==> src/verilog/ssx_pkg.sv <==
// Constants for the halt and subtract decode/execute block.
// Assumes an 8-bit core with 14-bit program words and 7-bit file addresses.
package ssx_pkg;
    localparam int OPC_W = 14;
    localparam int DAT_W = 8;
    localparam int ADR_W = 7;
    // Opcodes and decode masks
    localparam logic [13:0] HALT_OPC = 14'h0063;
    localparam logic [13:0] SUBL_MASK = 14'h3E00;
    localparam logic [13:0] SUBL_CODE = 14'h3C00;
    localparam logic [13:0] SUBF_MASK = 14'h3F00;
    localparam logic [13:0] SUBF_CODE = 14'h0200;
    // Field positions
    localparam int DEST_BIT = 7;
    localparam int LIT_MSB = 7;
    localparam int ADR_MSB = 6;
    localparam int HALF_BIT = 4;
    // Values written by the halt instruction
    localparam logic [7:0] WDT_CLEAR_VAL = 8'h00;
    localparam logic EXPIRY_ON_HALT = 1'b1;
    localparam logic POWERDOWN_ON_HALT = 1'b0;
    typedef enum logic [1:0] {
        ST_RUN = 2'h1,
        ST_HALT = 2'h2
    } ssx_state_t;
endpackage

==> src/verilog/ssx_exec.sv <==
// Decode and execute for halt, literal-minus-acc and file-minus-acc.
// Assumes one program word per valid cycle; flags, watchdog and file live outside.
`timescale 1ns/100ps
`default_nettype none
module ssx_exec (
    input wire logic CLK, // 50 MHz core clock
    input wire logic RESET_N, // Async reset, low
    input wire logic INSTR_VALID, // Program word present
    input wire logic [13:0] INSTR, // Program word
    input wire logic [7:0] ACC_IN, // Current accumulator
    input wire logic [7:0] FILE_RDATA, // Addressed file register
    input wire logic WAKE, // Wake-up event
    output logic [6:0] FILE_ADDR, // File register index
    output logic [7:0] RESULT, // Write-back data
    output logic ACC_WE, // Accumulator write pulse
    output logic FILE_WE, // File write pulse
    output logic [6:0] FILE_WADDR, // File write index
    output logic FLAG_WE, // Arith flags update pulse
    output logic CARRY_FLAG, // Borrow-not
    output logic HALF_BORROW_FLAG, // Nibble borrow-not
    output logic ZERO_FLAG, // Zero result
    output logic WDT_CLEAR, // Watchdog and prescaler clear pulse
    output logic [7:0] WATCHDOG_COUNTER_LOAD, // Watchdog load value
    output logic SLEEP_FLAGS_WE, // Expiry/powerdown update pulse
    output logic EXPIRY_FLAG, // Expiry flag value
    output logic POWERDOWN_FLAG, // Powerdown flag value
    output logic OSC_STOP, // Oscillator stop request
    output logic FETCH_EN // Fetch permitted
);

    ////////////////////////////////////////////////////////////////////////
    // Decode

    function automatic logic is_match(input logic [13:0] w, input logic [13:0] m,
                                      input logic [13:0] c);
        is_match = ((w & m) == c);
    endfunction

    logic halt_hit, subl_hit, subf_hit, dest_file;
    logic [7:0] minuend;

    always_comb begin
        halt_hit = INSTR_VALID && (INSTR == ssx_pkg::HALT_OPC);
        // Bit 8 left out of the mask on purpose
        subl_hit = INSTR_VALID
            && is_match(INSTR, ssx_pkg::SUBL_MASK, ssx_pkg::SUBL_CODE);
        subf_hit = INSTR_VALID
            && is_match(INSTR, ssx_pkg::SUBF_MASK, ssx_pkg::SUBF_CODE);
        dest_file = INSTR[ssx_pkg::DEST_BIT];
        // Literal taken unsigned from low byte
        minuend = subl_hit ? INSTR[ssx_pkg::LIT_MSB:0] : FILE_RDATA;
    end

    // Address goes out combinationally-free: both indexes are registered below,
    // the read port from the live field every cycle and the write one only on file-minus-acc.
    logic [6:0] addr_live;
    assign addr_live = INSTR[ssx_pkg::ADR_MSB:0];

    ////////////////////////////////////////////////////////////////////////
    // Subtractor

    logic alu_en;
    logic [7:0] diff;
    logic c_f, h_f, z_f;
    ssx_pkg::ssx_state_t state_reg, state_next;

    assign alu_en = (state_reg == ssx_pkg::ST_RUN) && (subl_hit || subf_hit);

    ssx_alu u_alu (
        .clk(CLK),
        .reset_n(RESET_N),
        .en(alu_en),
        .a(minuend),
        .b(ACC_IN),
        .diff_reg(diff),
        .carry_reg(c_f),
        .half_reg(h_f),
        .zero_reg(z_f)
    );

    ////////////////////////////////////////////////////////////////////////
    // Control state

    logic acc_we_reg, acc_we_next, file_we_reg, file_we_next, flag_we_reg, flag_we_next;
    logic wdt_clr_reg, wdt_clr_next, sfl_we_reg, sfl_we_next;
    logic fetch_reg, fetch_next, osc_reg, osc_next;
    logic [6:0] waddr_reg, waddr_next, raddr_reg, raddr_next;

    always_comb begin
        state_next = state_reg;
        acc_we_next = 1'b0;
        file_we_next = 1'b0;
        flag_we_next = 1'b0;
        wdt_clr_next = 1'b0;
        sfl_we_next = 1'b0;
        fetch_next = fetch_reg;
        osc_next = osc_reg;
        waddr_next = waddr_reg;
        raddr_next = addr_live;
        case (state_reg)
            ssx_pkg::ST_RUN: begin
                if (halt_hit) begin
                    wdt_clr_next = 1'b1;
                    sfl_we_next = 1'b1;
                    fetch_next = 1'b0;
                    osc_next = 1'b1;
                    state_next = ssx_pkg::ST_HALT;
                end else if (subl_hit) begin
                    acc_we_next = 1'b1;
                    flag_we_next = 1'b1;
                end else if (subf_hit) begin
                    acc_we_next = !dest_file;
                    file_we_next = dest_file;
                    flag_we_next = 1'b1;
                    waddr_next = addr_live;
                end
            end
            ssx_pkg::ST_HALT: begin
                // Everything else is ignored while halted
                if (WAKE) begin
                    fetch_next = 1'b1;
                    osc_next = 1'b0;
                    state_next = ssx_pkg::ST_RUN;
                end
            end
            default: begin
                state_next = ssx_pkg::ST_RUN;
                fetch_next = 1'b1;
                osc_next = 1'b0;
            end
        endcase
    end

    always_ff @(posedge CLK or negedge RESET_N) begin
        if (!RESET_N) begin
            state_reg <= ssx_pkg::ST_RUN;
            acc_we_reg <= 1'b0;
            file_we_reg <= 1'b0;
            flag_we_reg <= 1'b0;
            wdt_clr_reg <= 1'b0;
            sfl_we_reg <= 1'b0;
            fetch_reg <= 1'b1;
            osc_reg <= 1'b0;
            waddr_reg <= 7'h00;
            raddr_reg <= 7'h00;
        end else begin
            state_reg <= state_next;
            acc_we_reg <= acc_we_next;
            file_we_reg <= file_we_next;
            flag_we_reg <= flag_we_next;
            wdt_clr_reg <= wdt_clr_next;
            sfl_we_reg <= sfl_we_next;
            fetch_reg <= fetch_next;
            osc_reg <= osc_next;
            waddr_reg <= waddr_next;
            raddr_reg <= raddr_next;
        end
    end

    ////////////////////////////////////////////////////////////////////////
    // Outputs, from flip-flops or package constants

    assign FILE_ADDR = raddr_reg;
    assign RESULT = diff;
    assign ACC_WE = acc_we_reg;
    assign FILE_WE = file_we_reg;
    assign FILE_WADDR = waddr_reg;
    assign FLAG_WE = flag_we_reg;
    assign CARRY_FLAG = c_f;
    assign HALF_BORROW_FLAG = h_f;
    assign ZERO_FLAG = z_f;
    assign WDT_CLEAR = wdt_clr_reg;
    assign WATCHDOG_COUNTER_LOAD = ssx_pkg::WDT_CLEAR_VAL;
    assign SLEEP_FLAGS_WE = sfl_we_reg;
    assign EXPIRY_FLAG = ssx_pkg::EXPIRY_ON_HALT;
    assign POWERDOWN_FLAG = ssx_pkg::POWERDOWN_ON_HALT;
    assign OSC_STOP = osc_reg;
    assign FETCH_EN = fetch_reg;
endmodule
`default_nettype wire

==> src/verilog/ssx_alu.sv <==
// Registered subtractor: a minus b with borrow-not, half-borrow and zero.
// Assumes operands are stable in the cycle the enable is high.
`timescale 1ns/100ps
`default_nettype none
module ssx_alu (
    input wire logic clk, // Core clock
    input wire logic reset_n, // Async reset, low
    input wire logic en, // Capture result
    input wire logic [7:0] a, // Minuend
    input wire logic [7:0] b, // Subtrahend
    output logic [7:0] diff_reg, // Difference
    output logic carry_reg, // Borrow-not
    output logic half_reg, // Nibble borrow-not
    output logic zero_reg // Result zero
);
    logic [8:0] sum;
    logic [4:0] low;
    logic [7:0] diff_next;
    logic carry_next, half_next, zero_next;

    always_comb begin
        // Two's complement: a + ~b + 1
        sum = {1'b0, a} + {1'b0, ~b} + 9'h001;
        low = {1'b0, a[3:0]} + {1'b0, ~b[3:0]} + 5'h01;
        diff_next = diff_reg;
        carry_next = carry_reg;
        half_next = half_reg;
        zero_next = zero_reg;
        if (en) begin
            diff_next = sum[7:0];
            carry_next = sum[8];
            half_next = low[ssx_pkg::HALF_BIT];
            zero_next = (sum[7:0] == 8'h00);
        end
    end

    always_ff @(posedge clk or negedge reset_n) begin
        if (!reset_n) begin
            diff_reg <= 8'h00;
            carry_reg <= 1'b0;
            half_reg <= 1'b0;
            zero_reg <= 1'b0;
        end else begin
            diff_reg <= diff_next;
            carry_reg <= carry_next;
            half_reg <= half_next;
            zero_reg <= zero_next;
        end
    end
endmodule
`default_nettype wire

==> config.mk <==
export PLATFORM = sky130hd
export DESIGN_NAME = ssx_exec
export DESIGN_NICKNAME = d
export VERILOG_FILES = /design/src/verilog/ssx_pkg.sv /design/src/verilog/ssx_exec.sv /design/src/verilog/ssx_alu.sv
export SDC_FILE = /design/constraint.sdc
export NUM_CORES = 1
export LEC_CHECK = 0
export BUFFER_PORTS_ARGS = -buffer_cell sky130_fd_sc_hd__buf_2
export CORE_AREA = 8 8 79 64
export DETAILED_ROUTE_END_ITERATION = 12
export DIE_AREA = 0 0 87 72
export PLACE_DENSITY = 0.85
export SYNTH_ARGS = -nofsm -noshare
export SYNTH_HDL_FRONTEND = slang
export SYNTH_SLANG_ARGS = --single-unit
==> constraint.sdc <==
create_clock -name CLK -period 1.51 [get_ports CLK]
set_input_delay 0.0755 -clock CLK [delete_from_list [all_inputs] [get_ports CLK]]
set_output_delay 0.0755 -clock CLK [all_outputs]
set_load 0.01 [all_outputs]
==> results.sh, run 1 <==
export IMPL_die_y_um=72
export IMPL_nNetsFinal=308
export IMPL_clock_sinks=31
export IMPL_rows=20
export IMPL_die_area_um2=6260
export IMPL_largest_reg_flops=8
export IMPL_netlist_area_um2=1730
export IMPL_dp_hpwl_um=3640
export IMPL_grt_start_max_net_pins=32
export IMPL_fin_worst_skew_ns=0.00304
export IMPL_core_area_um2=3830
export IMPL_violations="negative setup slack"
export IMPL_cp_start_kind="primary input"
export IMPL_die_x_um=87
export IMPL_ys_flop_type="dfrtp_1"
export IMPL_place_area_um2=2340
export IMPL_path_class="in2reg"
export IMPL_ys_ff_latch=31
export IMPL_synthTopCellsByCount="dfrtp_1, mux2_2, inv_1, buf_4"
export IMPL_hold_class="in2reg"
export IMPL_synth_top_area_share_pct=43.5
export IMPL_drv_cap=0
export IMPL_synth_area_leader_cell="dfrtp_1"
export IMPL_htreeDepth=2
export IMPL_setup_violations_final=11
export IMPL_first_pass_iters=4
export IMPL_hold_path_end="FILE_ADDR[4]"
export IMPL_wl_per_cell_um=16.5
export IMPL_clk_pin_slew_ns=0.07
export IMPL_grt_pass1_wl_um=8230
export IMPL_final_setup_worst_slack_ns=-0.797
export IMPL_routabilityCongestion=0.857
export IMPL_utilization_pct=69.9
export IMPL_reg2reg_setup_slack_ns=-0.15
export IMPL_grt_pass1_vias=1673
export IMPL_endpoint_kind="flop"
export IMPL_drive_gt1_share_pct=60.2
export IMPL_timing_final_crit_share_pct=153
export IMPL_drv_slew=0
export IMPL_antenna_left=0
export IMPL_root_buffer="clkbuf_8"
export IMPL_worstPathRequired_ns=1.71
export IMPL_area_delta_synth_final_pct=55.0
export IMPL_leakage_uw=0.00138
export IMPL_synth_edf_count=0
export IMPL_path_cells="buf_6 -> nand4_1 -> nor3b_2 -> buf_4 -> mux2i_1 -> ha_2 -> inv_2 -> fa_2 -> a211o_1 -> a2111o_1 -> o211ai_1 -> nand2_1 -> o31ai_2"
export IMPL_r2r_start="state_reg[0]"
export IMPL_drt_iter0_drc=79
export IMPL_reg2reg_depth=4
export IMPL_cts_max_path_buffers=2
export IMPL_grt_overflow_total=0
export IMPL_hold_viol_final=0
export IMPL_worstMarginPinSlew_ns=0.686
export IMPL_ys_warn_count=0
export IMPL_slowest_stage="a2111o_1"
export IMPL_grt_setup_unrepaired="true"
export IMPL_period_needed_ns=2.31
export IMPL_async_flop_share_pct=100
export IMPL_final_area_um2=2680
export IMPL_vdd_ir_drop_max_mv=0.485
export IMPL_p_per_area_nw_per_um2=926
export IMPL_netlist_instances=154
export IMPL_clock_fmax_ghz=0.433
export IMPL_clk_insertion_delay_late_ns=0.29
export IMPL_numCtsBuffers=5
export IMPL_cts_tree="done"
export IMPL_cp_arrival_ns=2.51
export IMPL_io_pin_count=76
export IMPL_ys_top_cells_by_area="dfrtp_1, mux2_2, ha_1, buf_4, inv_1"
export IMPL_antenna_found_initial=0
export IMPL_routed_via_density=4.87
export IMPL_relSlewSlack_pct=54.3
export IMPL_dpl_worst_slack_ns=-1.08
export IMPL_synth_cell_types=44
export IMPL_min_path_cells=2
export IMPL_wl_um=5280
export IMPL_min_from="INSTR[4]"
export IMPL_synth_most_common_cell="dfrtp_1"
export IMPL_antenna_cells=0
export IMPL_status="finished with violations"
export IMPL_synth_seq_area_share_pct=45.0
export IMPL_crit_fanout=5
export IMPL_drt_drc_violations_left=0
export IMPL_grt_usage_pct=16.9
export IMPL_portBuffers=65
export IMPL_critPathMaxStageDelay_ns=0.38
export IMPL_vias=1562
export IMPL_r2r_end="u_alu.diff_reg[1]"
export IMPL_start_util_pct=45.1
export IMPL_syn_avg_cell_area_um2=11.2
[routing by layer]
layer / GRT usage [%] / vias to the layer above / part of all wire, %
li1: - / 746 / -
met1: 18.5 / 740 / 41
met2: 28.7 / 61 / 49
met3: 5.53 / 15 / 6.2
met4: 8.57 / 0 / 3.4
met5: 0 / - / 0
[cell families (layout without fill, tap and decap cells)]
family / Yosys count / in the layout / share of synthesized area (%)
AO/OA/AOI/OAI: 28 / 28 / 11.0
XOR/XNOR: 4 / 4 / 2.03
adder cells (fa/ha/maj): 9 / 9 / 6.96
buffers and inverters: 27 / 131 / 8.77
flip-flops: 31 / 31 / 45.0
multiplexers: 18 / 18 / 11.7
other: 2 / 10 / 0.435
AND/OR/NAND/NOR: 35 / 35 / 14.1
[how the worst max path moves through the flow]
stage	start	end	slack, ns	depth (start not counted)
global route	INSTR[12]	u_alu.zero_reg	-0.96	13
finish	INSTR[13]	u_alu.zero_reg	-0.80	13
detailed placement	INSTR[13]	u_alu.diff_reg[7]	-1.08	12
CTS	INSTR[13]	u_alu.zero_reg	-0.71	13
floorplan	INSTR[13]	u_alu.zero_reg	-0.88	12
global placement	INSTR[13]	u_alu.diff_reg[7]	-1.09	12
[where the power goes]
group          total, uW  internal (uW)  switching (uW)
Sequential          1000            947            56.2
Clock                651            322             329
Combinational        824            418             405
[metrics by stage]
step	std cells	hold slack [ns]	setup TNS, ns	total power (uW)
after floorplan	162	-0.220	-5.96	1380
after global placement	302	0.154	-10.40	1680
after detailed placement	302	0.157	-11.12	1700
after CTS	320	0.00978	-4.63	2450
after global routing	321	0.0139	-6.78	2610
final	321	0.0169	-5.45	2480
[what timing repair did]
| item | in CTS | in global routing |
|---|---|---|
| endpoints found under the hold margin | 31 | 0 |
| hold buffers | 2 | 0 |
| resized for setup | 33 | 4 |
| pin swaps | 11 | 10 |
| setup buffers | 8 | 3 |
| setup endpoints to repair | 17 | 11 |
[final cells by class]
cell class	count	area, um2
multi-input combinational	104	1000
timing repair buffer	110	697
tap	55	68.8
fill	260	1150
clock inverter	2	12.5
sequential	31	777
clock buffer	6	72.6
inverter	13	48.8
[cell usage in the layout, fill, tap and decap left out, types with 2 or more instances in the layout]
| cell | synthesis | routed |
|---|---|---|
| a21oi_1 | 4 | 3 |
| ha_1 | 8 | 2 |
| buf_6 | 1 | 5 |
| xnor2_1 | 2 | 2 |
| clkbuf_8 | 0 | 5 |
| o21ai_1 | 1 | 2 |
| o21ai_2 | 0 | 2 |
| mux2_4 | 0 | 4 |
| buf_2 | 1 | 61 |
| o21ai_0 | 9 | 5 |
| dlygate4sd3_1 | 0 | 2 |
| a2111o_1 | 2 | 2 |
| mux2_2 | 17 | 13 |
| nor2_4 | 0 | 2 |
| nor3b_1 | 6 | 5 |
| inv_1 | 13 | 11 |
| buf_4 | 11 | 42 |
| conb_1 | 2 | 10 |
| a211oi_2 | 0 | 2 |
| dfrtp_1 | 30 | 30 |
| xor2_1 | 2 | 2 |
| nor3_1 | 2 | 2 |
| ha_4 | 0 | 5 |
| inv_2 | 0 | 2 |
| nand2_1 | 9 | 8 |
| nor2b_1 | 3 | 3 |
[worst max-delay path, delay by kind of cell]
kind	cells	cell delay (ns)
fa+ha+maj	2	0.59
compound gates	4	0.99
mux	1	0.19
buf+inv	3	0.28
simple gates	3	0.40
Power figures use the tool's default switching activity.
==> inputs of run 2 (changes only) <==
Settings changed: CORE_AREA 8 8 79 64 to 8 8 77 62, DIE_AREA 0 0 87 72 to 0 0 85 70, PLACE_DENSITY 0.85 to 0.89.
Clock period 1.51 ns to 3 ns, I/O delays scaled along.
==> run 2 against run 1 <==
The flow now finishes without violations. Register-to-register slack better by 1.6 ns. Global-route usage down 2.0 points. Combinational power is 64% lower. Clock-buffer cell count is 1 higher. Clock power decreased by 51%. Utilization down 9.3 points. Clock skew down 0.00091 ns. Critical endpoint unchanged.
==> results.sh, run 2 (synthesis results as in run 1) <==
export IMPL_fin_worst_skew_ns=0.00213
export IMPL_die_y_um=70
export IMPL_p_per_area_nw_per_um2=519
export IMPL_grt_setup_unrepaired="false"
export IMPL_area_delta_synth_final_pct=24.3
export IMPL_numCtsBuffers=5
export IMPL_drt_iter0_drc=36
export IMPL_cp_top_family="compound AO/OA/AOI/OAI gates"
export IMPL_hold_viol_final=0
export IMPL_reg2reg_setup_slack_ns=1.42
export IMPL_clock_power_share_pct=28.3
export IMPL_hold_class="in2reg"
export IMPL_r2r_end="u_alu.diff_reg[7]"
export IMPL_p_int_uw=772
export IMPL_place_area_um2=2050
export IMPL_r2r_start="state_reg[0]"
export IMPL_drive_gt1_share_pct=43.1
export IMPL_rows=19
export IMPL_hold_path_end="FILE_ADDR[2]"
export IMPL_drv_slew=0
export IMPL_grt_pass1_wl_um=7020
export IMPL_leakage_uw=0.00114
export IMPL_dp_hpwl_um=3430
export IMPL_period_needed_ns=2.61
export IMPL_cp_arrival_ns=2.80
export IMPL_vias=1393
export IMPL_worstPathRequired_ns=3.20
export IMPL_routabilityCongestion=0.914
export IMPL_critPathMaxStageDelay_ns=0.41
export IMPL_vdd_ir_drop_max_mv=0.253
export IMPL_path_class="in2reg"
export IMPL_reg2reg_depth=5
export IMPL_slowest_stage="fa_1"
export IMPL_crit_buf_inv=3
export IMPL_die_area_um2=5950
export IMPL_total_power_uw=1110
export IMPL_antenna_cells=0
export IMPL_grt_start_max_net_pins=32
export IMPL_combPwrFrac_pct=26.7
export IMPL_regArea_um2=777
export IMPL_tns_ns=0
export IMPL_die_x_um=85
export IMPL_min_from="INSTR[2]"
export IMPL_drt_drc_violations_left=0
export IMPL_timing_final_crit_share_pct=86.9
export IMPL_first_pass_iters=7
export IMPL_cts_max_path_buffers=2
export IMPL_p_sw_uw=342
export IMPL_htreeDepth=2
export IMPL_final_area_um2=2150
export IMPL_dp_cells=258
export IMPL_swShare_pct=30.7
export IMPL_wl_um=4190
export IMPL_drv_cap=0
export IMPL_clock_sinks=31
export IMPL_cts_tree="done"
export IMPL_multi_input_area_um2=828
export IMPL_grt_usage_pct=14.9
export IMPL_nNetsFinal=267
export IMPL_worstMarginPinSlew_ns=0.682
export IMPL_setup_violations_final=0
export IMPL_routed_via_density=5.22
export IMPL_final_common_cell="buf_2"
export IMPL_crit_fanout=11
export IMPL_seq_power_share_pct=45.0
export IMPL_path_cells="buf_2 -> nand4_1 -> nor3b_1 -> buf_4 -> mux2i_1 -> ha_1 -> inv_1 -> fa_1 -> a211o_1 -> a2111o_1 -> o211ai_1 -> nand2_1 -> o31ai_2"
export IMPL_utilization_pct=60.6
export IMPL_finalNonFillerCells=267
export IMPL_most_common_layout_cells="buf_2, dfrtp_1, mux2_2"
export IMPL_root_buffer="clkbuf_8"
export IMPL_start_util_pct=48.7
export IMPL_portBuffers=65
export IMPL_grt_overflow_total=0
export IMPL_antenna_found_initial=0
export IMPL_relSlewSlack_pct=54.5
export IMPL_grt_pass1_vias=1479
export IMPL_wl_per_cell_um=15.7
export IMPL_antenna_left=0
export IMPL_endpoint_kind="flop"
export IMPL_cp_start_kind="primary input"
export IMPL_io_pin_count=76
export IMPL_clock_fmax_ghz=0.383
export IMPL_status="complete, no violations"
export IMPL_clk_insertion_delay_late_ns=0.28
export IMPL_min_path_cells=1
export IMPL_fillers=302
export IMPL_core_area_um2=3540
export IMPL_largest_reg_flops=8
export IMPL_clk_pin_slew_ns=0.06
[run 2: through the flow]
step	hold slack [ns]	setup slack (ns)
finish	0.0180	0.392
floorplan	-0.146	0.257
CTS	0.00911	0.395
global route	0.00669	0.215
global placement	0.217	0.260
detailed placement	0.223	0.0885
[run 2: layer usage]
metal,track usage [%],routed length [um]
met1,16.6,1810
met2,23.1,1880
met3,6.66,416
met4,8.27,91
met5,0,0
[run 2: worst max path at each step]
stage	slack (ns)	depth (start not counted)	from	endpoint
after CTS	0.39	13	INSTR[13]	u_alu.carry_reg
after global routing	0.22	13	INSTR[13]	u_alu.carry_reg
final	0.39	13	INSTR[13]	u_alu.zero_reg
after global placement	0.26	13	INSTR[13]	u_alu.zero_reg
after floorplan	0.26	12	INSTR[13]	u_alu.zero_reg
after detailed placement	0.09	13	INSTR[13]	u_alu.carry_reg
[run 2: final cells by class]
type / instances / area share [%]
sequential: 31 / 36.2
inverter: 13 / 2.27
tap: 42 / 2.45
timing repair buffer: 69 / 16.7
clock inverter: 1 / 0.233
clock buffer: 7 / 3.56
multi-input combinational: 104 / 38.6
[run 2: timing repair]
action / CTS / global route
endpoints found under the hold margin: 30 / 0
gates resized for setup: 0 / 0
buffers inserted: 0 / 0
hold buffers: 1 / 0
[run 2: power groups by stage]
stage | Sequential (uW) | Combinational (uW) | Clock [uW]
final | 501 | 297 | 316
after global routing | 509 | 329 | 344
after CTS | 502 | 301 | 320
after detailed placement | 510 | 298 | 0
after global placement | 507 | 294 | 0
after floorplan | 540 | 145 | 0
